==> src/rtl/lco_pkg.sv <==
// package: register map, image layout and timing for the link options block
package lco_pkg;
  // ==========================================================
  // register offsets
  localparam logic [11:0] OFF_ISO = 12'h800;
  localparam logic [11:0] OFF_ASY = 12'h808;
  localparam logic [11:0] OFF_LINK = 12'h840;
  // ==========================================================
  // reset values
  localparam logic [31:0] RST_ISO = 32'h0000_7373;
  localparam logic [31:0] RST_ASY = 32'h0010_7373;
  localparam logic [31:0] RST_LINK = 32'h0000_0020;
  // ==========================================================
  // link control word fields
  localparam int POST_LSB = 3;
  localparam int POST_MSB = 5;
  localparam int CYC_LSB = 0;
  localparam int CYC_MSB = 2;
  localparam logic [2:0] POST_MAX = 3'h4;
  localparam logic [2:0] CYC_SEL_MAX = 3'h4;
  // ==========================================================
  // image byte addresses
  localparam logic [7:0] IMG_SSVID_LO = 8'h00;
  localparam logic [7:0] IMG_SSVID_HI = 8'h01;
  localparam logic [7:0] IMG_SSID_LO = 8'h02;
  localparam logic [7:0] IMG_SSID_HI = 8'h03;
  localparam logic [7:0] IMG_MIN_GNT = 8'h04;
  localparam logic [7:0] IMG_MAX_LAT = 8'h05;
  localparam logic [7:0] IMG_SWAP = 8'h07;
  localparam logic [7:0] IMG_WORD_FIRST = 8'h08;
  localparam logic [7:0] IMG_SYS_SPACE = 8'h24;
  localparam logic [2:0] WRD_ISO = 3'h0;
  localparam logic [2:0] WRD_ASY = 3'h1;
  localparam logic [2:0] WRD_LINK = 3'h2;
  localparam logic [2:0] WRD_BUSOPT = 3'h3;
  localparam logic [2:0] WRD_GUID_HI = 3'h4;
  localparam logic [2:0] WRD_GUID_LO = 3'h5;
  localparam logic [2:0] WRD_ROM_HDR = 3'h6;
  // ==========================================================
  // timing
  localparam int CLK_PERIOD_PS = 5000;
  localparam int CYC_PERIOD_PS = 125000000;
  localparam int CYC_BASE_CYCLES = CYC_PERIOD_PS / CLK_PERIOD_PS;
  // ==========================================================
  // image fields handed to the rest of the chip
  typedef struct packed {
    logic [15:0] ssvid;
    logic [15:0] ssid;
    logic [7:0] min_gnt;
    logic [7:0] max_lat;
    logic swap;
    logic [31:0] bus_opt;
    logic [31:0] guid_hi;
    logic [31:0] guid_lo;
    logic [31:0] rom_hdr;
  } lco_image_t;
  typedef enum logic [0:0] {LD_WAIT, LD_DONE} lco_ld_state_t;
endpackage : lco_pkg

==> src/rtl/lco_top.sv <==
// link options register, configuration image loader and root cycle timer
// Notes on behaviour
// - link control word is a read/write register at offset 0x840.
// - bits 5:3 limit queued physical posted writes; reset and maximum is four.
// - a posted-write limit above four disables all physical posted writes.
// - bits 2:0 pick the cycle period, used only while this node is root.
// - select 0..4 gives 125, 62.5, 31.25, 15.625, 7.81 us; halving each step, the last (1562 cycles) rounded down.
// - image bytes 0x00/0x01 hold subsystem vendor id low/high byte.
// - image bytes 0x02/0x03 hold subsystem id low/high byte.
// - byte 0x04 min grant, 0x05 max latency, 0x06 ignored.
// - bit 0 of image byte 0x07 is the global byte-swap control.
// - image bytes from 0x24 up are system space, not loader fields.
// - with an image present, dma and link words load from it; else defaults.
`timescale 1ns/1ps
module lco_top #(
  parameter int CYC_BASE = lco_pkg::CYC_BASE_CYCLES
) (
  input wire logic core_clk,
  input wire logic reset,
  input wire logic reg_sel,
  input wire logic reg_we,
  input wire logic [11:0] reg_addr,
  input wire logic [3:0] reg_be,
  input wire logic [31:0] reg_wdata,
  output logic [31:0] reg_rdata_ff,
  output logic reg_ack_ff,
  input wire logic img_present,
  input wire logic img_valid,
  input wire logic [7:0] img_addr,
  input wire logic [7:0] img_data,
  input wire logic img_last,
  input wire logic root_node,
  output logic loaded_ff,
  output lco_pkg::lco_image_t img_cfg_ff,
  output logic [31:0] iso_dma_ff,
  output logic [31:0] asy_dma_ff,
  output logic [31:0] link_ff,
  output logic posted_ok_ff,
  output logic cycle_tick_ff
);
  // ==========================================================
  // helpers
  function automatic logic [31:0] put_lane(input logic [31:0] w, input logic [7:0] b,
                                           input logic [1:0] lane);
    logic [31:0] r;
    r = w;
    r[lane*8 +: 8] = b;
    return r;
  endfunction : put_lane

  function automatic logic [31:0] put_be(input logic [31:0] w, input logic [31:0] d,
                                         input logic [3:0] be);
    logic [31:0] r;
    r = w;
    for (int i = 0; i < 4; i++) begin
      if (be[i]) begin
        r[i*8 +: 8] = d[i*8 +: 8];
      end
    end
    return r;
  endfunction : put_be

  function automatic logic [14:0] period_of(input logic [2:0] sel);
    logic [2:0] s;
    s = (sel > lco_pkg::CYC_SEL_MAX) ? 3'h0 : sel;
    return 15'(CYC_BASE >> s);
  endfunction : period_of

  // ==========================================================
  // register bus and image loader
  lco_pkg::lco_ld_state_t st_ff, nxt_st;
  logic [31:0] nxt_iso, nxt_asy, nxt_link, nxt_rdata;
  logic nxt_ack, nxt_loaded;
  lco_pkg::lco_image_t nxt_img;
  logic take_byte;
  logic [7:0] rel;
  logic [2:0] wrd;
  logic [1:0] lane;

  always_comb begin
    nxt_st = st_ff;
    nxt_iso = iso_dma_ff;
    nxt_asy = asy_dma_ff;
    nxt_link = link_ff;
    nxt_img = img_cfg_ff;
    nxt_rdata = 32'h0000_0000;
    nxt_ack = 1'b0;
    nxt_loaded = loaded_ff;
    take_byte = img_valid && img_present && (st_ff == lco_pkg::LD_WAIT);
    rel = img_addr - lco_pkg::IMG_WORD_FIRST;
    wrd = rel[4:2];
    lane = img_addr[1:0];
    if (take_byte) begin
      case (img_addr)
        lco_pkg::IMG_SSVID_LO: nxt_img.ssvid[7:0] = img_data;
        lco_pkg::IMG_SSVID_HI: nxt_img.ssvid[15:8] = img_data;
        lco_pkg::IMG_SSID_LO: nxt_img.ssid[7:0] = img_data;
        lco_pkg::IMG_SSID_HI: nxt_img.ssid[15:8] = img_data;
        lco_pkg::IMG_MIN_GNT: nxt_img.min_gnt = img_data;
        lco_pkg::IMG_MAX_LAT: nxt_img.max_lat = img_data;
        lco_pkg::IMG_SWAP: nxt_img.swap = img_data[0];
        default: begin
          if (img_addr >= lco_pkg::IMG_WORD_FIRST && img_addr < lco_pkg::IMG_SYS_SPACE) begin
            case (wrd)
              lco_pkg::WRD_ISO: nxt_iso = put_lane(iso_dma_ff, img_data, lane);
              lco_pkg::WRD_ASY: nxt_asy = put_lane(asy_dma_ff, img_data, lane);
              lco_pkg::WRD_LINK: nxt_link = put_lane(link_ff, img_data, lane);
              lco_pkg::WRD_BUSOPT: nxt_img.bus_opt = put_lane(img_cfg_ff.bus_opt, img_data, lane);
              lco_pkg::WRD_GUID_HI: nxt_img.guid_hi = put_lane(img_cfg_ff.guid_hi, img_data, lane);
              lco_pkg::WRD_GUID_LO: nxt_img.guid_lo = put_lane(img_cfg_ff.guid_lo, img_data, lane);
              lco_pkg::WRD_ROM_HDR: nxt_img.rom_hdr = put_lane(img_cfg_ff.rom_hdr, img_data, lane);
              default: nxt_img = img_cfg_ff;
            endcase
          end
          // bytes 0x06 and from 0x24 up fall through untouched
        end
      endcase
    end
    case (st_ff)
      lco_pkg::LD_WAIT: begin
        if (!img_present || (img_valid && img_last)) begin
          nxt_st = lco_pkg::LD_DONE;
          nxt_loaded = 1'b1;
        end
      end
      lco_pkg::LD_DONE: nxt_st = lco_pkg::LD_DONE;
      default: nxt_st = lco_pkg::LD_WAIT;
    endcase
    // bus access; a write in the same cycle as an image byte wins
    if (reg_sel) begin
      nxt_ack = 1'b1;
      case (reg_addr)
        lco_pkg::OFF_ISO: begin
          nxt_rdata = iso_dma_ff;
          if (reg_we) begin
            nxt_iso = put_be(iso_dma_ff, reg_wdata, reg_be);
          end
        end
        lco_pkg::OFF_ASY: begin
          nxt_rdata = asy_dma_ff;
          if (reg_we) begin
            nxt_asy = put_be(asy_dma_ff, reg_wdata, reg_be);
          end
        end
        lco_pkg::OFF_LINK: begin
          nxt_rdata = link_ff;
          if (reg_we) begin
            nxt_link = put_be(link_ff, reg_wdata, reg_be);
          end
        end
        default: nxt_rdata = 32'h0000_0000;
      endcase
      if (reg_we) begin
        nxt_rdata = 32'h0000_0000;
      end
    end
  end

  always_ff @(posedge core_clk) begin
    if (reset) begin
      st_ff <= lco_pkg::LD_WAIT;
      iso_dma_ff <= lco_pkg::RST_ISO;
      asy_dma_ff <= lco_pkg::RST_ASY;
      link_ff <= lco_pkg::RST_LINK;
      img_cfg_ff <= '0;
      reg_rdata_ff <= 32'h0000_0000;
      reg_ack_ff <= 1'b0;
      loaded_ff <= 1'b0;
    end else begin
      st_ff <= nxt_st;
      iso_dma_ff <= nxt_iso;
      asy_dma_ff <= nxt_asy;
      link_ff <= nxt_link;
      img_cfg_ff <= nxt_img;
      reg_rdata_ff <= nxt_rdata;
      reg_ack_ff <= nxt_ack;
      loaded_ff <= nxt_loaded;
    end
  end

  // ==========================================================
  // posted-write gate and root cycle timer
  logic [14:0] cyc_cnt_ff, nxt_cyc_cnt;
  logic nxt_tick, nxt_posted_ok;

  always_comb begin
    nxt_posted_ok = (link_ff[lco_pkg::POST_MSB:lco_pkg::POST_LSB] <= lco_pkg::POST_MAX);
    nxt_tick = 1'b0;
    nxt_cyc_cnt = cyc_cnt_ff;
    if (!root_node) begin
      nxt_cyc_cnt = 15'h0000;
    end else if (cyc_cnt_ff == 15'h0000) begin
      nxt_tick = 1'b1;
      nxt_cyc_cnt = period_of(link_ff[lco_pkg::CYC_MSB:lco_pkg::CYC_LSB]) - 15'h0001;
    end else begin
      nxt_cyc_cnt = cyc_cnt_ff - 15'h0001;
    end
  end

  always_ff @(posedge core_clk) begin
    if (reset) begin
      cyc_cnt_ff <= 15'h0000;
      cycle_tick_ff <= 1'b0;
      posted_ok_ff <= 1'b1;
    end else begin
      cyc_cnt_ff <= nxt_cyc_cnt;
      cycle_tick_ff <= nxt_tick;
      posted_ok_ff <= nxt_posted_ok;
    end
  end

  // ==========================================================
  // assertions
  logic bus_wr;
  assign bus_wr = reg_sel && reg_we;

  property p_link_read;
    @(posedge core_clk) disable iff (reset)
    (reg_sel && !reg_we && reg_addr == lco_pkg::OFF_LINK)
      |=> reg_ack_ff && reg_rdata_ff == $past(link_ff);
  endproperty
  a_link_read: assert property (p_link_read) else $error("link word read mismatch");

  property p_post_reset;
    @(posedge core_clk) disable iff (reset)
    $fell(reset) |-> link_ff[5:3] == 3'h4 && link_ff[2:0] == 3'h0;
  endproperty
  a_post_reset: assert property (p_post_reset) else $error("link word reset value wrong");

  property p_post_gate;
    @(posedge core_clk) disable iff (reset)
    posted_ok_ff == ($past(link_ff[5:3]) <= 3'h4);
  endproperty
  a_post_gate: assert property (p_post_gate) else $error("posted write gate wrong");

  property p_no_tick_off_root;
    @(posedge core_clk) disable iff (reset)
    !root_node |=> !cycle_tick_ff;
  endproperty
  a_no_tick_off_root: assert property (p_no_tick_off_root) else $error("tick off root");

  property p_period_load;
    @(posedge core_clk) disable iff (reset)
    (root_node && cyc_cnt_ff == 15'h0000) |=> cycle_tick_ff
      && cyc_cnt_ff == period_of($past(link_ff[2:0])) - 15'h0001;
  endproperty
  a_period_load: assert property (p_period_load) else $error("cycle period reload wrong");

  property p_ssvid_hi;
    @(posedge core_clk) disable iff (reset)
    (take_byte && img_addr == 8'h01) |=> img_cfg_ff.ssvid[15:8] == $past(img_data);
  endproperty
  a_ssvid_hi: assert property (p_ssvid_hi) else $error("vendor id high byte wrong");

  property p_ssid_lo;
    @(posedge core_clk) disable iff (reset)
    (take_byte && img_addr == 8'h02) |=> img_cfg_ff.ssid[7:0] == $past(img_data);
  endproperty
  a_ssid_lo: assert property (p_ssid_lo) else $error("subsystem id low byte wrong");

  property p_max_lat;
    @(posedge core_clk) disable iff (reset)
    (take_byte && img_addr == 8'h05) |=> img_cfg_ff.max_lat == $past(img_data);
  endproperty
  a_max_lat: assert property (p_max_lat) else $error("max latency wrong");

  property p_swap;
    @(posedge core_clk) disable iff (reset)
    (take_byte && img_addr == 8'h07) |=> img_cfg_ff.swap == $past(img_data[0]);
  endproperty
  a_swap: assert property (p_swap) else $error("byte swap bit wrong");

  property p_sys_space;
    @(posedge core_clk) disable iff (reset)
    (take_byte && img_addr >= 8'h24 && !bus_wr) |=> $stable(link_ff) && $stable(img_cfg_ff);
  endproperty
  a_sys_space: assert property (p_sys_space) else $error("system space byte used");

  property p_link_lane;
    @(posedge core_clk) disable iff (reset)
    (take_byte && img_addr == 8'h11 && !bus_wr) |=> link_ff[15:8] == $past(img_data);
  endproperty
  a_link_lane: assert property (p_link_lane) else $error("link word lane wrong");

  property p_absent;
    @(posedge core_clk) disable iff (reset)
    (img_valid && !img_present && !bus_wr) |=> $stable(iso_dma_ff) && $stable(link_ff);
  endproperty
  a_absent: assert property (p_absent) else $error("load without image");
endmodule : lco_top

==> config.mk <==
export PLATFORM = sky130hd
export DESIGN_NAME = lco_top
export DESIGN_NICKNAME = d
export VERILOG_FILES = /design/src/rtl/lco_pkg.sv /design/src/rtl/lco_top.sv
export SDC_FILE = /design/constraint.sdc
export NUM_CORES = 1
export LEC_CHECK = 0
export BUFFER_PORTS_ARGS = -buffer_cell sky130_fd_sc_hd__clkbuf_2
export CAP_MARGIN = 30
export CORE_UTILIZATION = 45
export DETAILED_ROUTE_END_ITERATION = 12
export PLACE_DENSITY = 0.71
export SKIP_LAST_GASP = 1
export SLEW_MARGIN = 20
export SYNTH_ARGS = -nofsm -noshare
export SYNTH_HDL_FRONTEND = slang
export SYNTH_SLANG_ARGS = --single-unit
==> constraint.sdc <==
create_clock -name core_clk -period 5.75 [get_ports core_clk]
set_input_delay 0.8625 -clock core_clk [delete_from_list [all_inputs] [get_ports core_clk]]
set_output_delay 0.8625 -clock core_clk [all_outputs]
set_load 0.005 [all_outputs]
# Word level (Yosys, flattened, before mapping)
# Cells that the tools add are included.
op_classes:
  mux: 46
  magnitude_cmp: 4
  addsub: 4
  n_bitwise: 11
  n_reduce_logical: 31
  shifts: 3
  n_eq_ne: 27
ops:
  columns: ["cell", "n"]
  rows:
  - ["2-to-1 mux 32 bit", 21]
  - ["bitwise mux 32 bit", 7]
  - ["one-hot mux 32 bit (3 select lines)", 1]
  - ["one-hot mux 8 bit (2 select lines)", 6]
  - ["inequality test 4 bit, second input constant", 12]
  - ["OR reduction 6 bit", 7]
  - ["equality test 12 bit, second input constant", 3]
  - ["negator 5 -> 34 bit", 1]
  - ["variable shift 8 x 34 -> 32 bit, first input constant", 1]
  - ["variable part select 8 x 34 -> 32 bit", 1]
  - ["2-to-1 mux 8 bit", 4]
  - ["subtractor 15 x 1 -> 15 bit, second input constant", 2]
  - ["equality test 8 x 3 -> 1 bit, second input constant", 3]
  - ["AND reduction 3 bit", 7]
  - ["equality test 8 x 2 -> 1 bit, second input constant", 2]
  - ["AND reduction 4 bit", 4]
  - ["zero test 15 bit", 1]
  - ["2-to-1 mux 15 bit", 1]
  - ["right shift 15 x 3 -> 15 bit, first input constant", 1]
  - ["inverter 1 bit", 11]
  - ["equality test 3 bit, second input constant", 3]
  - ["equality test 8 x 1 -> 1 bit, second input constant", 1]
  - ["greater-or-equal comparator 8 x 4 -> 1 bit, second input constant", 1]
  - ["zero test 8 bit", 1]
  - ["17 further kinds", 24]
word_totals:
  in_bits: 72
  register_bits: 325

# Longest topological paths before layout
# Gate-level depths: netlist of the first run.
depth:
  depth_word: 10
  ltp_mapped: 13
  ltp_nobuf: 12

# Least setup slack after synthesis of the first run
# Ideal clock, no wire load.
synth_timing:
  kind: "input -> register"
  startpoint: "input reg_addr[1]"
  endpoint: "register link_ff[3]"
  setup_slack_ns: 3.105
  stages: 7
  n_path_buf: 2
  arrival_ns: 2.480
  path_cell_list: "or4_4 -> nor4_4 -> buf_4 -> buf_4 -> nand3_1 -> o21ai_0 -> a211oi_1"
synth_between:
  elab_chain_len: 3
  elab_cells_between_ends: 4
  classes_between: "eq/ne (2); mux (2)"
synth_lines:
  columns: ["element", "line_no", "rtl"]
  rows:
  - ["from (decl)", "lco_top.sv:22", "input wire logic [11:0] reg_addr,"]
  - ["equality test 12 bit *", "lco_top.sv:132", "case (reg_addr)"]
  - ["2-to-1 mux 32 bit", "lco_top.sv:132", null]
  - ["2-to-1 mux 32 bit", "lco_top.sv:130", "if (reg_sel) begin"]
  - ["to (signal assigned)", "lco_top.sv:164", "link_ff <= lco_pkg::RST_LINK;"]
  - ["to (signal assigned)", "lco_top.sv:173", "link_ff <= nxt_link;"]
  - ["to (decl)", "lco_top.sv:37", "output logic [31:0] link_ff,"]
# Every way passes the cells marked *; elsewhere a longest branch is shown, timed or not.
# A chain may end at the register's enable or synchronous reset.

# Worst setup path in the final report of the first run
layout_timing:
  startpoint: "register link_ff[0]"
  endpoint: "register cyc_cnt_ff[9]"
layout_between:
  elab_chain_len: 5
layout_lines:
  columns: ["element", "line_no", "rtl"]
  rows:
  - ["greater-than comparator 3 bit", "lco_top.sv:65", "s = (sel > lco_pkg::CYC_SEL_MAX) ? 3'h0 : sel;"]
  - ["2-to-1 mux 3 bit *", "lco_top.sv:65", null]
  - ["right shift 15 x 3 -> 15 bit *", "lco_top.sv:66", "return 15'(CYC_BASE >> s);"]
  - ["subtractor 15 x 1 -> 15 bit *", "lco_top.sv:194", "nxt_cyc_cnt = period_of(link_ff[lco_pkg::CYC_MSB:lco_pkg::CYC_LSB]) - 15'h0001;"]
  - ["2-to-1 mux 15 bit *", "lco_top.sv:192", "end else if (cyc_cnt_ff == 15'h0000) begin"]
  - ["to (signal assigned)", "lco_top.sv:206", "cyc_cnt_ff <= nxt_cyc_cnt;"]
  - ["to (decl)", "lco_top.sv:183", "logic [14:0] cyc_cnt_ff, nxt_cyc_cnt;"]
# Marked as above.

==> results of run 1 <==
[layout make-up]
cell class / instances / area, um2 / area share [%]
Antenna cell: 2 / 5.005 / 0.02894
Clock buffer: 51 / 1059 / 6.120
Clock inverter: 13 / 153.9 / 0.8898
Inverter: 41 / 153.9 / 0.8898
Multi-Input combinational cell: 1066 / 6853 / 39.62
Sequential cell: 325 / 6506 / 37.62
Tap cell: 390 / 488.0 / 2.821
Timing Repair Buffer: 400 / 2077 / 12.01
[registers in the layout (all words and copies together), names as in the netlist]
signal	flops
st_ff	1
link_ff	32
cycle_tick_ff	1
reg_rdata_ff	32
asy_dma_ff	32
loaded_ff	1
reg_ack_ff	1
iso_dma_ff	32
posted_ok_ff	1
cyc_cnt_ff	15
img_cfg_ff	177
[synthesized netlist by cell type, drive strengths merged, types with 6 or more instances]
cell and count:
a211oi 32, a21oi 103, a222oi 32, a31oi 17
and2 39, and3 14, buf 31, clkbuf 74
dfxtp 325, ha 15, inv 41, mux2 10
mux2i 131, nand2 151, nand2b 9, nand3 31
nand4 18, nor2 206, nor2b 20, nor3 57
nor3b 6, nor4 13, o211ai 10, o21ai 37
o221a 31, o221ai 11, or3 7, or4 6
[worst min-delay path by stage]
| stage | from | endpoint | slack (ps) | depth (start not counted) |
|---|---|---|---|---|
| after floorplan | link_ff[5]$_SDFFE_PP1P_ | posted_ok_ff$_SDFF_PP1_ | 440 | 1 |
| after global placement | img_cfg_ff[15]$_SDFFE_PP0P_ | img_cfg_ff[15]$_SDFFE_PP0P_ | 440 | 2 |
| after detailed placement | img_cfg_ff[81]$_SDFFE_PP0P_ | img_cfg_ff[81]$_SDFFE_PP0P_ | 440 | 2 |
| after CTS | img_cfg_ff[81]$_SDFFE_PP0P_ | img_cfg_ff[81]$_SDFFE_PP0P_ | 450 | 2 |
| after global routing | img_cfg_ff[158]$_SDFFE_PP0P_ | img_cfg_ff[158]$_SDFFE_PP0P_ | 470 | 2 |
| final | img_cfg_ff[77]$_SDFFE_PP0P_ | img_cfg_ff[77]$_SDFFE_PP0P_ | 450 | 2 |
[worst max-delay path: stages, from the launching register on]
cell       delay [ps]
dfxtp_1           500
nor2b_1           540
inv_1             140
ha_1              330
nor4bb_1          590
a21oi_1           160
a2111oi_0         560
or3_1             180
a21oi_1            60
[metal layers]
metal / wire length [um] / share of wire [%]
met5: 0 / 0
met4: 1746 / 3.5
met3: 4954 / 9.8
met2: 22970 / 46
met1: 20630 / 41
[power breakdown]
group | total, W | switching [W] | internal (W) | leakage (nW)
logic | 0.000589 | 0.000376 | 0.000213 | 4.29
clock network | 0.00237 | 0.000947 | 0.00142 | 0.600
registers | 0.00232 | 0.0000386 | 0.00229 | 2.62
total | 0.00528 | 0.00136 | 0.00392 | 7.51
[cells in the final DEF (no fill, tap or decap), types with 20 or more instances in the layout]
cell | Yosys | final
a222oi_1 | 32 | 32
nor2_1 | 198 | 198
nand2_1 | 150 | 150
and2_1 | 38 | 38
clkbuf_2 | 1 | 380
nand3_1 | 28 | 28
clkbuf_16 | 0 | 37
o221a_2 | 31 | 31
a21oi_1 | 103 | 103
inv_1 | 40 | 40
dfxtp_1 | 325 | 325
a211oi_1 | 31 | 29
nor3_1 | 55 | 54
nor2b_1 | 20 | 20
o21ai_0 | 37 | 37
mux2i_1 | 131 | 131
[cell families (layout without fill, tap and decap cells)]
| group | after synthesis | count (layout) |
|---|---|---|
| AND/OR/NAND/NOR | 599 | 599 |
| flip-flops | 325 | 325 |
| AO/OA/AOI/OAI | 304 | 304 |
| buffers and inverters | 146 | 505 |
| multiplexers | 141 | 141 |
| adder cells (fa/ha/maj) | 15 | 15 |
| XOR/XNOR | 7 | 7 |
| other | 0 | 2 |
[through the flow]
| stage | util, % | hold WS (ps) |
|---|---|---|
| finish | 57.59 | 450.9 |
| global placement | 53.25 | 437.9 |
| detailed placement | 53.41 | 444.1 |
| CTS | 57.44 | 450.6 |
| global route | 57.59 | 471.3 |
| floorplan | - | 437.3 |
==> impl_results.html, run 1 <==
<table>
<tr><th>Metric</th><th>Value</th></tr>
<tr><th colspan="2">Status</th></tr>
<tr><td>Result of the run</td><td>finished, final reports clean</td></tr>
<tr><th colspan="2">Worst setup path</th></tr>
<tr><td>Crit Reg-Reg Startpoint</td><td>link_ff[0]$_SDFFE_PP0P_</td></tr>
<tr><td>Required @ worst endpoint</td><td>just over 6000 ps</td></tr>
<tr><td>Critical path endpoint category</td><td>register</td></tr>
<tr><td>Reg2reg setup slack</td><td>2560 ps</td></tr>
<tr><td>Top fanout value on the critical path</td><td>8</td></tr>
<tr><td>Type of origin of the critical path</td><td>register</td></tr>
<tr><td>Critical path data arrival time</td><td>3560 ps</td></tr>
<tr><td>Depth of the worst register-to-register path</td><td>8</td></tr>
<tr><td>Start point of the critical path</td><td>link_ff[0]$_SDFFE_PP0P_</td></tr>
<tr><td>Crit path capture</td><td>cyc_cnt_ff[9]$_SDFF_PP0_</td></tr>
<tr><td>End of the worst register-to-register path</td><td>cyc_cnt_ff[9]$_SDFF_PP0_</td></tr>
<tr><td>Type of the worst setup path</td><td>register to register</td></tr>
<tr><th colspan="2">STA</th></tr>
<tr><td>Worst setup skew after layout</td><td>24.39 ps</td></tr>
<tr><td>Final critical-path required period</td><td>3193 ps</td></tr>
<tr><td>Relative slew margins</td><td>approximately a third</td></tr>
<tr><td>Aggregate negative setup slack</td><td>0 ps</td></tr>
<tr><td>Number of hold violations in the final report</td><td>0</td></tr>
<tr><td>Slack of the critical path</td><td>2557 ps</td></tr>
<tr><td>Share of the clock period used by the worst path</td><td>55.52%</td></tr>
<tr><td>Number of setup violations in the final report</td><td>0</td></tr>
<tr><td>Fmax</td><td>approximately 0.31 GHz</td></tr>
<tr><td>Setup repair after global routing missed its margin</td><td>false</td></tr>
<tr><td>Transition time at the pin with the least slew margin</td><td>1017 ps</td></tr>
<tr><td>Max-slew violation count</td><td>0</td></tr>
<tr><th colspan="2">Routing</th></tr>
<tr><td>Post-route ant nets</td><td>0</td></tr>
<tr><td>DRT Wirelength</td><td>50,300 um</td></tr>
<tr><td>Per-cell via count in the routed design</td><td>between 5 and 6</td></tr>
<tr><td>Residual DRC</td><td>0</td></tr>
<tr><td>Wirelength per Cell</td><td>21.99 um</td></tr>
<tr><td>Pre-antenna DRT Iters</td><td>6</td></tr>
<tr><td>Iteration-0 DRC Markers</td><td>1,649</td></tr>
<tr><td>Total number of vias</td><td>~14,000</td></tr>
<tr><th colspan="2">Logic synthesis</th></tr>
<tr><td>Total number of yosys warnings</td><td>0</td></tr>
<tr><td>Cell area after technology mapping</td><td>~0.014 mm2</td></tr>
<tr><td>Per-instance average area after synthesis</td><td>just over 9 um2</td></tr>
<tr><td>Share of synthesized area spent on multiplexers</td><td>10.27%</td></tr>
<tr><td>Gate Count Post-Synth</td><td>1,537</td></tr>
<tr><td>Synth Area in XOR/XNOR</td><td>0.4408%</td></tr>
<tr><td>Share of the synthesized area in the top cell type</td><td>46.78%</td></tr>
<tr><td>Count of different cell masters after synthesis</td><td>74</td></tr>
<tr><td>Main flop type after synthesis</td><td>dfxtp_1</td></tr>
<tr><td>Synthesized-area fraction occupied by adder cells</td><td>1.350%</td></tr>
<tr><td>Main combinational cell family by area after synthesis</td><td>simple AND/OR/NAND/NOR gates</td></tr>
<tr><td>Post-Synthesis Net Count</td><td>1,624</td></tr>
<tr><td>Area leader, netlist</td><td>dfxtp_1</td></tr>
<tr><td>Compound-Gate Fraction of Synth Area</td><td>15.51%</td></tr>
<tr><td>Share of flip-flops with an asynchronous set or reset</td><td>0%</td></tr>
<tr><td>Ranking of synthesized cells by area</td><td>dfxtp_1 (47%), mux2i_1 (9.4%), nor2_1 (5.3%)</td></tr>
<tr><td>Sequential-to-total area share from yosys stat</td><td>between 40% and 50%</td></tr>
<tr><td>Number of enable-type register cells in the synthesized netlist</td><td>0</td></tr>
<tr><td>Basic-gate share of the synthesized area counting and, or, nand and nor cells</td><td>a little over a fifth</td></tr>
<tr><td>Flop and latch count out of synthesis</td><td>325</td></tr>
<tr><th colspan="2">Clock tree</th></tr>
<tr><td>H-tree levels</td><td>2</td></tr>
<tr><td>Inserted Clock Buffers</td><td>36</td></tr>
<tr><td>CTS Hold Buffers Added</td><td>0</td></tr>
<tr><td>Sinks on the clock net</td><td>325</td></tr>
<tr><td>Post-CTS setup buffer count</td><td>0</td></tr>
<tr><td>Maximum number of buffers from clock root to sink</td><td>3</td></tr>
<tr><td>Number of gates given a new drive strength after cts</td><td>0</td></tr>
<tr><td>TritonCTS clock tree</td><td>built</td></tr>
<tr><td>Clock insertion delay at the later pin of the skew report</td><td>~530 ps</td></tr>
<tr><td>Clk Tree Root Cell</td><td>clkbuf_16</td></tr>
<tr><td>Clock-pin slew reported for the worst setup and hold paths after clock tree synthesis</td><td>60 ps</td></tr>
<tr><th colspan="2">Placed design</th></tr>
<tr><td>Detailed Place HPWL</td><td>between 30,000 and 40,000 um</td></tr>
<tr><td>Routability congestion estimate</td><td>0.9199</td></tr>
<tr><td>Port buffer count</td><td>380</td></tr>
<tr><td>Setup slack after placement</td><td>1986 ps</td></tr>
<tr><td>Number of cells after detailed placement</td><td>2,217</td></tr>
<tr><td>Cell area after placement</td><td>about 0.016 mm2</td></tr>
<tr><th colspan="2">Job</th></tr>
<tr><td>Max-cap viol count</td><td>0</td></tr>
<tr><th colspan="2">Floorplan</th></tr>
<tr><td>Vertical die dimension</td><td>177.8 um</td></tr>
<tr><td>Die Wd</td><td>177.8 um</td></tr>
<tr><td>Area inside the core boundary</td><td>between 0.03 and 0.04 mm2</td></tr>
<tr><td>Ports placed on the boundary</td><td>381</td></tr>
<tr><td>Cell Rows</td><td>63</td></tr>
<tr><td>Area enclosed by the die boundary</td><td>0.03161 mm2</td></tr>
<tr><td>Initial Utilization</td><td>between 40% and 50%</td></tr>
<tr><th colspan="2">GRT</th></tr>
<tr><td>Busiest grt layer</td><td>met2</td></tr>
<tr><td>Met3 Track Usage GR</td><td>under 10%</td></tr>
<tr><td>Antenna violations before repair</td><td>2</td></tr>
<tr><td>GR met2 Demand/Resource</td><td>49.06%</td></tr>
<tr><td>Vias in the first global route</td><td>between 10,000 and 15,000</td></tr>
<tr><td>Global-route wire length before repair</td><td>between 70,000 and 80,000 um</td></tr>
<tr><td>Maximum number of pins on one net before global-route repair</td><td>94</td></tr>
<tr><td>Met1 usage in global routing</td><td>40.71%</td></tr>
<tr><td>GRT Util Overall</td><td>31.01%</td></tr>
<tr><td>Overflow after GRT</td><td>0</td></tr>
<tr><th colspan="2">Power and ir drop</th></tr>
<tr><td>Worst VDD drop</td><td>0.1841 mV</td></tr>
<tr><td>Total power divided by cell area</td><td>305.4 mW/mm2</td></tr>
<tr><td>Power, Total</td><td>0.005281 W</td></tr>
<tr><td>Total leakage power</td><td>7.510 nW</td></tr>
<tr><th colspan="2">Layout</th></tr>
<tr><td>Fill cell count</td><td>2,648</td></tr>
<tr><td>Layout overhead on the synthesized area</td><td>24.36%</td></tr>
<tr><td>Fraction of final layout cells with drive strength greater than 1</td><td>28.69%</td></tr>
<tr><td>Number of standard cells in the layout, taps in and fillers out</td><td>2,288</td></tr>
<tr><td>Number of nets at the end of the flow</td><td>roughly 2,000</td></tr>
<tr><td>Post-layout instance area</td><td>0.01730 mm2</td></tr>
<tr><th colspan="2">Worst hold path</th></tr>
<tr><td>Worst min-delay path class</td><td>register to register</td></tr>
</table>
No activity file was read; power rests on OpenSTA's default activity.
==> run 2: changes to the inputs <==
--- a/config.mk
+++ b/config.mk
@@ -9,7 +9,7 @@
 export CAP_MARGIN = 30
 export CORE_UTILIZATION = 45
 export DETAILED_ROUTE_END_ITERATION = 12
-export PLACE_DENSITY = 0.71
+export PLACE_DENSITY = 0.74
 export SKIP_LAST_GASP = 1
 export SLEW_MARGIN = 20
 export SYNTH_ARGS = -nofsm -noshare
==> constraint.sdc (replaced) <==
create_clock -name core_clk -period 2.6 [get_ports core_clk]
set_input_delay 0.39 -clock core_clk [delete_from_list [all_inputs] [get_ports core_clk]]
set_output_delay 0.39 -clock core_clk [all_outputs]
set_load 0.005 [all_outputs]
==> impl_results.html, run 2 (synthesis results as in run 1) <==
<table>
<tr><th>Metric</th><th>Value</th></tr>
<tr><th colspan="2">Worst setup path</th></tr>
<tr><td>Type of the worst setup path</td><td>register to register (unchanged)</td></tr>
<tr><td>End of the worst register-to-register path</td><td>cyc_cnt_ff[6]$_SDFF_PP0_ (was cyc_cnt_ff[9]$_SDFF_PP0_)</td></tr>
<tr><td>Required @ worst endpoint</td><td>3030 ps (was 6120 ps)</td></tr>
<tr><td>Depth of the worst register-to-register path</td><td>11 (was 8)</td></tr>
<tr><td>Cell with the largest stage delay on the worst path</td><td>or4_1 (was nor4bb_1)</td></tr>
<tr><td>Critical path buffer and inverter count</td><td>2 (was 1)</td></tr>
<tr><td>Cell repeated most along the worst path</td><td>inv_1 (was a21oi_1)</td></tr>
<tr><td>CP Cell Sequence</td><td>nor2b_1, inv_1, ha_1, inv_1, mux2i_1, a21oi_2, ha_2, nand2b_1, or4_1, a211o_1, a21oi_1 (was nor2b_1, inv_1, ha_1, nor4bb_1, a21oi_1, a2111oi_0, or3_1, a21oi_1)</td></tr>
<tr><td>Type of origin of the critical path</td><td>register (unchanged)</td></tr>
<tr><td>Largest stage delay on the critical path</td><td>420 ps (was 590 ps)</td></tr>
<tr><td>Top fanout value on the critical path</td><td>7 (was 8)</td></tr>
<tr><td>Critical path endpoint category</td><td>register (unchanged)</td></tr>
<tr><td>Largest delay share family, worst path</td><td>simple AND/OR/NAND/NOR gates (unchanged)</td></tr>
<tr><td>Reg2reg setup slack</td><td>200 ps (was 2560 ps)</td></tr>
<tr><td>Critical path data arrival time</td><td>2830 ps (was 3560 ps)</td></tr>
<tr><td>Crit Reg-Reg Startpoint</td><td>link_ff[0]$_SDFFE_PP0P_ (unchanged)</td></tr>
<tr><th colspan="2">Status</th></tr>
<tr><td>Result of the run</td><td>finished, final reports clean (unchanged)</td></tr>
<tr><th colspan="2">Layout</th></tr>
<tr><td>Most used cells in the layout excluding fill and tap cells</td><td>clkbuf_2 (379), dfxtp_1 (323), nor2_1 (198) (was clkbuf_2 (380), dfxtp_1 (325), nor2_1 (198))</td></tr>
<tr><td>Flip-flop count of the largest register, all copies and words added</td><td>177 (unchanged)</td></tr>
<tr><td>Largest register by flop count</td><td>img_cfg_ff (unchanged)</td></tr>
<tr><td>Number of nets at the end of the flow</td><td>2,012 (was 1,957)</td></tr>
<tr><td>Most common library cell in the layout ignoring fill and taps</td><td>clkbuf_2 (unchanged)</td></tr>
<tr><td>Fill cell count</td><td>2,662 (was 2,648)</td></tr>
<tr><td>Layout overhead on the synthesized area</td><td>27.61% (was 24.36%)</td></tr>
<tr><td>Fraction of final layout cells with drive strength greater than 1</td><td>30.96% (was 28.69%)</td></tr>
<tr><td>Post-layout instance area</td><td>0.01775 mm2 (was 0.01730 mm2)</td></tr>
<tr><th colspan="2">Placed design</th></tr>
<tr><td>Detailed Place HPWL</td><td>37,010 um (was 36,700 um)</td></tr>
<tr><td>Routability congestion estimate</td><td>0.9192 (was 0.9199)</td></tr>
<tr><td>Port buffer count</td><td>380 (unchanged)</td></tr>
<tr><td>Cell area after placement</td><td>0.01650 mm2 (was 0.01604 mm2)</td></tr>
<tr><th colspan="2">STA</th></tr>
<tr><td>Aggregate negative setup slack</td><td>0 ps (unchanged)</td></tr>
<tr><td>Share of the clock period used by the worst path</td><td>92.24% (was 55.52%)</td></tr>
<tr><td>Number of hold violations in the final report</td><td>0 (unchanged)</td></tr>
<tr><td>Transition time at the pin with the least slew margin</td><td>949.6 ps (was 1017 ps)</td></tr>
<tr><td>Final critical-path required period</td><td>2398 ps (was 3193 ps)</td></tr>
<tr><td>Worst setup skew after layout</td><td>16.75 ps (was 24.39 ps)</td></tr>
<tr><td>Fmax</td><td>0.4170 GHz (was 0.3132 GHz)</td></tr>
<tr><td>Relative slew margins</td><td>36.69% (was 32.18%)</td></tr>
<tr><td>Hold slack final</td><td>126.3 ps (was 450.9 ps)</td></tr>
<tr><td>Number of setup violations in the final report</td><td>0 (unchanged)</td></tr>
<tr><td>Max-slew violation count</td><td>0 (unchanged)</td></tr>
<tr><th colspan="2">GRT</th></tr>
<tr><td>Global-route wire length before repair</td><td>74,240 um (was 74,900 um)</td></tr>
<tr><td>Vias in the first global route</td><td>12,680 (was 12,540)</td></tr>
<tr><td>Overflow after GRT</td><td>0 (unchanged)</td></tr>
<tr><td>GRT Util Overall</td><td>30.69% (was 31.01%)</td></tr>
<tr><td>Maximum number of pins on one net before global-route repair</td><td>145 (was 94)</td></tr>
<tr><td>Antenna violations before repair</td><td>4 (was 2)</td></tr>
<tr><th colspan="2">Worst hold path</th></tr>
<tr><td>Endpoint of the worst hold-timing path</td><td>reg_ack_ff$_SDFF_PP0_ (was img_cfg_ff[77]$_SDFFE_PP0P_)</td></tr>
<tr><td>Worst hold path depth</td><td>2 (unchanged)</td></tr>
<tr><td>Worst Min Path Start</td><td>reset (was img_cfg_ff[77]$_SDFFE_PP0P_)</td></tr>
<tr><td>Worst min-delay path class</td><td>input port to register (was register to register)</td></tr>
<tr><th colspan="2">Routing</th></tr>
<tr><td>Pre-antenna DRT Iters</td><td>7 (was 6)</td></tr>
<tr><td>Wirelength per Cell</td><td>21.34 um (was 21.99 um)</td></tr>
<tr><td>Post-route ant nets</td><td>0 (unchanged)</td></tr>
<tr><td>Residual DRC</td><td>0 (unchanged)</td></tr>
<tr><td>Total number of vias</td><td>13,660 (was 13,550)</td></tr>
<tr><td>Iteration-0 DRC Markers</td><td>1,486 (was 1,649)</td></tr>
<tr><td>DRT Wirelength</td><td>50,010 um (was 50,300 um)</td></tr>
<tr><td>Per-cell via count in the routed design</td><td>5.829 (was 5.920)</td></tr>
<tr><th colspan="2">Job</th></tr>
<tr><td>Max-cap viol count</td><td>0 (unchanged)</td></tr>
<tr><th colspan="2">Clock tree</th></tr>
<tr><td>Maximum number of buffers from clock root to sink</td><td>3 (unchanged)</td></tr>
<tr><td>H-tree levels</td><td>2 (unchanged)</td></tr>
<tr><td>Clock insertion delay at the later pin of the skew report</td><td>520 ps (was 530 ps)</td></tr>
<tr><td>Sinks on the clock net</td><td>325 (unchanged)</td></tr>
<tr><td>Inserted Clock Buffers</td><td>36 (unchanged)</td></tr>
<tr><td>CTS Hold Buffers Added</td><td>0 (unchanged)</td></tr>
<tr><td>Clock-pin slew reported for the worst setup and hold paths after clock tree synthesis</td><td>60 ps (about the same)</td></tr>
<tr><td>TritonCTS clock tree</td><td>built (unchanged)</td></tr>
<tr><td>Clk Tree Root Cell</td><td>clkbuf_16 (unchanged)</td></tr>
<tr><th colspan="2">Floorplan</th></tr>
<tr><td>Vertical die dimension</td><td>177.8 um (unchanged)</td></tr>
<tr><td>Cell Rows</td><td>63 (unchanged)</td></tr>
<tr><td>Die Wd</td><td>177.8 um (unchanged)</td></tr>
<tr><td>Area enclosed by the die boundary</td><td>0.03161 mm2 (unchanged)</td></tr>
<tr><td>Ports placed on the boundary</td><td>381 (unchanged)</td></tr>
<tr><td>Area inside the core boundary</td><td>0.03003 mm2 (unchanged)</td></tr>
<tr><td>Initial Utilization</td><td>46.31% (unchanged)</td></tr>
<tr><th colspan="2">Power and ir drop</th></tr>
<tr><td>Total power divided by cell area</td><td>665.3 mW/mm2 (was 305.4 mW/mm2)</td></tr>
<tr><td>Total leakage power</td><td>7.791 nW (was 7.510 nW)</td></tr>
<tr><td>Worst VDD drop</td><td>0.5030 mV (was 0.1841 mV)</td></tr>
</table>
[run 2: cell count changes in the layout (fill, tap and decap cells not counted), moves of 2 or more]
| cell | delta |
|---|---|
| clkinv_2 | +2 |
| buf_4 | +54 |
| dfxtp_2 | +2 |
| buf_12 | +4 |
| clkbuf_8 | -3 |
| dfxtp_1 | -2 |
[run 2: metrics by stage]
step | instances | power (W) | setup WS [ps] | utilization (%)
after floorplan | 1537 | 0.006163 | 24.39 | -
after global placement | 2274 | 0.006642 | 121.2 | 54.92
after detailed placement | 2275 | 0.006652 | 74.78 | 54.93
after CTS | 2339 | 0.01182 | 42.61 | 58.96
after global routing | 2343 | 0.01223 | -27.11 | 59.09
final | 2343 | 0.01181 | 201.7 | 59.09
[run 2: what timing repair did]
action,4_1_cts,5_1_grt
resized for setup,0,7
setup buffers,0,0
setup endpoints to repair,0,3
[run 2: worst max-delay path by stage]
stage / from / end / slack, ps / cells past startpoint
floorplan: link_ff[0]$_SDFFE_PP0P_ / cyc_cnt_ff[6]$_SDFF_PP0_ / 20 / 12
global placement: reg_addr[1] / link_ff[0]$_SDFFE_PP0P_ / 120 / 7
detailed placement: link_ff[0]$_SDFFE_PP0P_ / cyc_cnt_ff[14]$_SDFF_PP0_ / 70 / 12
CTS: link_ff[0]$_SDFFE_PP0P_ / cyc_cnt_ff[14]$_SDFF_PP0_ / 40 / 12
global route: link_ff[2]$_SDFFE_PP0P_ / cyc_cnt_ff[14]$_SDFF_PP0_ / -30 / 10
finish: link_ff[0]$_SDFFE_PP0P_ / cyc_cnt_ff[6]$_SDFF_PP0_ / 200 / 11
[run 2: power by group]
part | internal, W | total (W) | switching, W
clock | 0.00316 | 0.00521 | 0.00205
sequential | 0.00506 | 0.00514 | 0.0000817
combinational | 0.000586 | 0.00146 | 0.000878
[run 2: layout make-up]
class                      instances  area, um2  area share [%]
tap                              390      488.0           2.750
inverter                          41      153.9          0.8672
timing repair buffer             455       2519           14.19
multi-input combinational       1066       6865           38.68
clock inverter                    15      186.4           1.050
clock buffer                      49       1021           5.753
antenna                            2      5.005         0.02820
sequential                       325       6509           36.68
[run 2: layer usage]
layer / track usage, % / wire (um) / up-vias
li1: - / - / 6286
met1: 38.72 / 20070 / 6529
met2: 51.06 / 23550 / 723
met3: 7.069 / 4731 / 119
met4: 10.90 / 1659 / 0
met5: 0 / 0 / -
==> run 3: changes to the inputs <==
--- a/config.mk
+++ b/config.mk
@@ -5,11 +5,12 @@
 export SDC_FILE = /design/constraint.sdc
 export NUM_CORES = 1
 export LEC_CHECK = 0
+export ABC_CLOCK_PERIOD_IN_PS = 2700
 export BUFFER_PORTS_ARGS = -buffer_cell sky130_fd_sc_hd__clkbuf_2
 export CAP_MARGIN = 30
 export CORE_UTILIZATION = 45
 export DETAILED_ROUTE_END_ITERATION = 12
-export PLACE_DENSITY = 0.74
+export PLACE_DENSITY = 0.71
 export SKIP_LAST_GASP = 1
 export SLEW_MARGIN = 20
 export SYNTH_ARGS = -nofsm -noshare
==> constraint.sdc (replaced) <==
create_clock -name core_clk -period 2.7 [get_ports core_clk]
set_input_delay 0.405 -clock core_clk [delete_from_list [all_inputs] [get_ports core_clk]]
set_output_delay 0.405 -clock core_clk [all_outputs]
set_load 0.005 [all_outputs]
==> impl_results.html, run 3 (synthesis results as in run 1) <==
<table>
<tr><th>Metric</th><th>Value</th></tr>
<tr><th colspan="2">GRT</th></tr>
<tr><td>Overflow after GRT</td><td>0 (unchanged)</td></tr>
<tr><td>Antenna violations before repair</td><td>3 (was 4)</td></tr>
<tr><td>Global-route wire length before repair</td><td>73,970 um (was 74,240 um)</td></tr>
<tr><td>GRT Util Overall</td><td>30.59% (was 30.69%)</td></tr>
<tr><td>Maximum number of pins on one net before global-route repair</td><td>154 (was 145)</td></tr>
<tr><td>Vias in the first global route</td><td>12,770 (was 12,680)</td></tr>
<tr><th colspan="2">Routing</th></tr>
<tr><td>Wirelength per Cell</td><td>21.42 um (was 21.34 um)</td></tr>
<tr><td>Post-route ant nets</td><td>0 (unchanged)</td></tr>
<tr><td>Pre-antenna DRT Iters</td><td>9 (was 7)</td></tr>
<tr><td>Iteration-0 DRC Markers</td><td>1,454 (was 1,486)</td></tr>
<tr><td>Residual DRC</td><td>0 (unchanged)</td></tr>
<tr><td>Total number of vias</td><td>13,540 (was 13,660)</td></tr>
<tr><td>DRT Wirelength</td><td>50,030 um (was 50,010 um)</td></tr>
<tr><td>Per-cell via count in the routed design</td><td>5.797 (was 5.829)</td></tr>
<tr><th colspan="2">STA</th></tr>
<tr><td>Relative slew margins</td><td>40.07% (was 36.69%)</td></tr>
<tr><td>Share of the clock period used by the worst path</td><td>94.83% (was 92.24%)</td></tr>
<tr><td>Fmax</td><td>0.3906 GHz (was 0.4170 GHz)</td></tr>
<tr><td>Final critical-path required period</td><td>2560 ps (was 2398 ps)</td></tr>
<tr><td>Number of setup violations in the final report</td><td>0 (unchanged)</td></tr>
<tr><td>Worst setup skew after layout</td><td>17.89 ps (was 16.75 ps)</td></tr>
<tr><td>Transition time at the pin with the least slew margin</td><td>899.0 ps (was 949.6 ps)</td></tr>
<tr><td>Max-slew violation count</td><td>0 (unchanged)</td></tr>
<tr><td>Number of hold violations in the final report</td><td>0 (unchanged)</td></tr>
<tr><th colspan="2">Job</th></tr>
<tr><td>Max-cap viol count</td><td>0 (unchanged)</td></tr>
<tr><th colspan="2">Floorplan</th></tr>
<tr><td>Area inside the core boundary</td><td>0.03003 mm2 (unchanged)</td></tr>
<tr><td>Die Wd</td><td>177.8 um (unchanged)</td></tr>
<tr><td>Ports placed on the boundary</td><td>381 (unchanged)</td></tr>
<tr><td>Cell Rows</td><td>63 (unchanged)</td></tr>
<tr><td>Area enclosed by the die boundary</td><td>0.03161 mm2 (unchanged)</td></tr>
<tr><td>Initial Utilization</td><td>46.31% (unchanged)</td></tr>
<tr><td>Vertical die dimension</td><td>177.8 um (unchanged)</td></tr>
<tr><th colspan="2">Power and ir drop</th></tr>
<tr><td>Internal power component</td><td>0.008612 W (was 0.008798 W)</td></tr>
<tr><td>Total net switching power</td><td>0.002882 W (was 0.003009 W)</td></tr>
<tr><td>Combinational Power Share</td><td>11.8% (was 12.4%)</td></tr>
<tr><td>Worst VDD drop</td><td>0.4763 mV (was 0.5030 mV)</td></tr>
<tr><td>Sequential group share of total power</td><td>43.1% (was 43.5%)</td></tr>
<tr><td>Switching part of the total</td><td>25.08% (was 25.48%)</td></tr>
<tr><td>Total leakage power</td><td>7.774 nW (was 7.791 nW)</td></tr>
<tr><td>Total power divided by cell area</td><td>648.4 mW/mm2 (was 665.3 mW/mm2)</td></tr>
<tr><td>Power share of the clock group</td><td>45.1% (was 44.1%)</td></tr>
<tr><th colspan="2">Worst setup path</th></tr>
<tr><td>Type of origin of the critical path</td><td>register (unchanged)</td></tr>
<tr><td>CP Cell Sequence</td><td>nand2b_1, buf_4, ha_1, nor4bb_1, a21oi_1, a2111oi_0, or3_1, a21oi_1 (was nor2b_1, inv_1, ha_1, inv_1, mux2i_1, a21oi_2, ha_2, nand2b_1, or4_1, a211o_1, a21oi_1)</td></tr>
<tr><td>Top fanout value on the critical path</td><td>8 (was 7)</td></tr>
<tr><td>Largest stage delay on the critical path</td><td>540 ps (was 420 ps)</td></tr>
<tr><td>Critical path endpoint category</td><td>register (unchanged)</td></tr>
<tr><td>Cell with the largest stage delay on the worst path</td><td>a2111oi_0 (was or4_1)</td></tr>
<tr><td>Required @ worst endpoint</td><td>3070 ps (was 3030 ps)</td></tr>
<tr><td>Type of the worst setup path</td><td>register to register (unchanged)</td></tr>
<tr><td>Critical path data arrival time</td><td>2930 ps (was 2830 ps)</td></tr>
<tr><td>Cell repeated most along the worst path</td><td>a21oi_1 (was inv_1)</td></tr>
<tr><th colspan="2">Layout</th></tr>
<tr><td>Number of standard cells in the layout, taps in and fillers out</td><td>2,336 (was 2,343)</td></tr>
<tr><td>Post-layout instance area</td><td>0.01773 mm2 (was 0.01775 mm2)</td></tr>
<tr><td>Fill cell count</td><td>2,715 (was 2,662)</td></tr>
<tr><td>Most common library cell in the layout ignoring fill and taps</td><td>clkbuf_2 (unchanged)</td></tr>
<tr><td>Number of nets at the end of the flow</td><td>2,006 (was 2,012)</td></tr>
<tr><td>Fraction of final layout cells with drive strength greater than 1</td><td>30.76% (was 30.96%)</td></tr>
<tr><td>Flip-flop count of the largest register, all copies and words added</td><td>177 (unchanged)</td></tr>
<tr><td>Layout overhead on the synthesized area</td><td>27.47% (was 27.61%)</td></tr>
<tr><td>Most used cells in the layout excluding fill and tap cells</td><td>clkbuf_2 (379), dfxtp_1 (324), nor2_1 (198) (was clkbuf_2 (379), dfxtp_1 (323), nor2_1 (198))</td></tr>
<tr><td>Largest register by flop count</td><td>img_cfg_ff (unchanged)</td></tr>
<tr><th colspan="2">Clock tree</th></tr>
<tr><td>H-tree levels</td><td>2 (unchanged)</td></tr>
<tr><td>Post-CTS setup buffer count</td><td>0 (unchanged)</td></tr>
<tr><td>Sinks on the clock net</td><td>325 (unchanged)</td></tr>
<tr><td>Clk Tree Root Cell</td><td>clkbuf_16 (unchanged)</td></tr>
<tr><td>Maximum number of buffers from clock root to sink</td><td>3 (unchanged)</td></tr>
<tr><td>CTS Hold Buffers Added</td><td>0 (unchanged)</td></tr>
<tr><td>TritonCTS clock tree</td><td>built (unchanged)</td></tr>
<tr><td>Inserted Clock Buffers</td><td>35 (was 36)</td></tr>
<tr><td>Clock-pin slew reported for the worst setup and hold paths after clock tree synthesis</td><td>60 ps (about the same)</td></tr>
<tr><td>Number of gates given a new drive strength after cts</td><td>0 (unchanged)</td></tr>
<tr><td>Clock insertion delay at the later pin of the skew report</td><td>520 ps (about the same)</td></tr>
<tr><th colspan="2">Placed design</th></tr>
<tr><td>Port buffer count</td><td>380 (unchanged)</td></tr>
<tr><td>Routability congestion estimate</td><td>0.9009 (was 0.9192)</td></tr>
<tr><td>Number of cells after detailed placement</td><td>2,271 (was 2,275)</td></tr>
<tr><td>Cell area after placement</td><td>0.01645 mm2 (was 0.01650 mm2)</td></tr>
<tr><td>Detailed Place HPWL</td><td>36,890 um (was 37,010 um)</td></tr>
<tr><th colspan="2">Worst hold path</th></tr>
<tr><td>Worst min-delay path class</td><td>input port to register (unchanged)</td></tr>
<tr><th colspan="2">Status</th></tr>
<tr><td>Result of the run</td><td>finished, final reports clean (unchanged)</td></tr>
</table>
-- run 3: cell type report --
| cell class | instances | area [um2] | share of cell area (%) |
|---|---|---|---|
| inverters | 41 | 153.9 | 0.8682 |
| well taps | 390 | 488.0 | 2.753 |
| repair buffers | 450 | 2459 | 13.87 |
| clock buffers | 50 | 1055 | 5.950 |
| clock inverters | 12 | 198.9 | 1.122 |
| diodes | 2 | 5.005 | 0.02823 |
| flip-flops and latches | 325 | 6507 | 36.71 |
| multi-input cells | 1066 | 6860 | 38.70 |
-- run 3: power groups by stage --
stage	Combinational, W	Sequential (W)	Clock, W
finish	0.00136	0.00495	0.00519
global route	0.00148	0.00496	0.00542
CTS	0.00133	0.00495	0.00522
detailed placement	0.00132	0.00506	0
global placement	0.00130	0.00505	0
floorplan	0.000902	0.00503	0
-- run 3: per-layer routing --
metal  vias up  global-route usage, %  share of wire, %
met1      6471                  39.94                42
met5         -                      0             0.026
met2       674                  48.31                45
met3       133                  6.662               8.7
li1       6262                      -                 -
met4         2                  13.57               4.1
-- run 3: through the flow --
step	hold WS, ps	util [%]	total power (W)	worst slack (ps)	setup TNS (ps)
floorplan	437.3	-	0.005935	124.4	0
global placement	437.3	54.76	0.006353	159.9	0
detailed placement	443.9	54.76	0.006379	91.39	0
CTS	122.6	58.93	0.01150	157.9	0
global route	131.6	59.03	0.01186	-21.94	-24.28
finish	134.1	59.03	0.01149	139.5	0
-- run 3: worst paths after layout --
path | from | endpoint | slack [ps] | depth (start not counted)
max | link_ff[1]$_SDFFE_PP0P_ | cyc_cnt_ff[9]$_SDFF_PP0_ | 140 | 8
max reg2reg | link_ff[1]$_SDFFE_PP0P_ | cyc_cnt_ff[9]$_SDFF_PP0_ | 140 | 8
min reg2reg | img_cfg_ff[93]$_SDFFE_PP0P_ | img_cfg_ff[93]$_SDFFE_PP0P_ | 450 | 2
min | img_present | st_ff$_SDFF_PP0_ | 130 | 2
-- run 3: worst max-delay path, delay by kind of cell, from the launching register on --
family | cells | cell delay, ps
simple gates | 3 | 760
compound gates | 3 | 750
flops | 1 | 440
fa+ha+maj | 1 | 310
buf+inv | 1 | 180
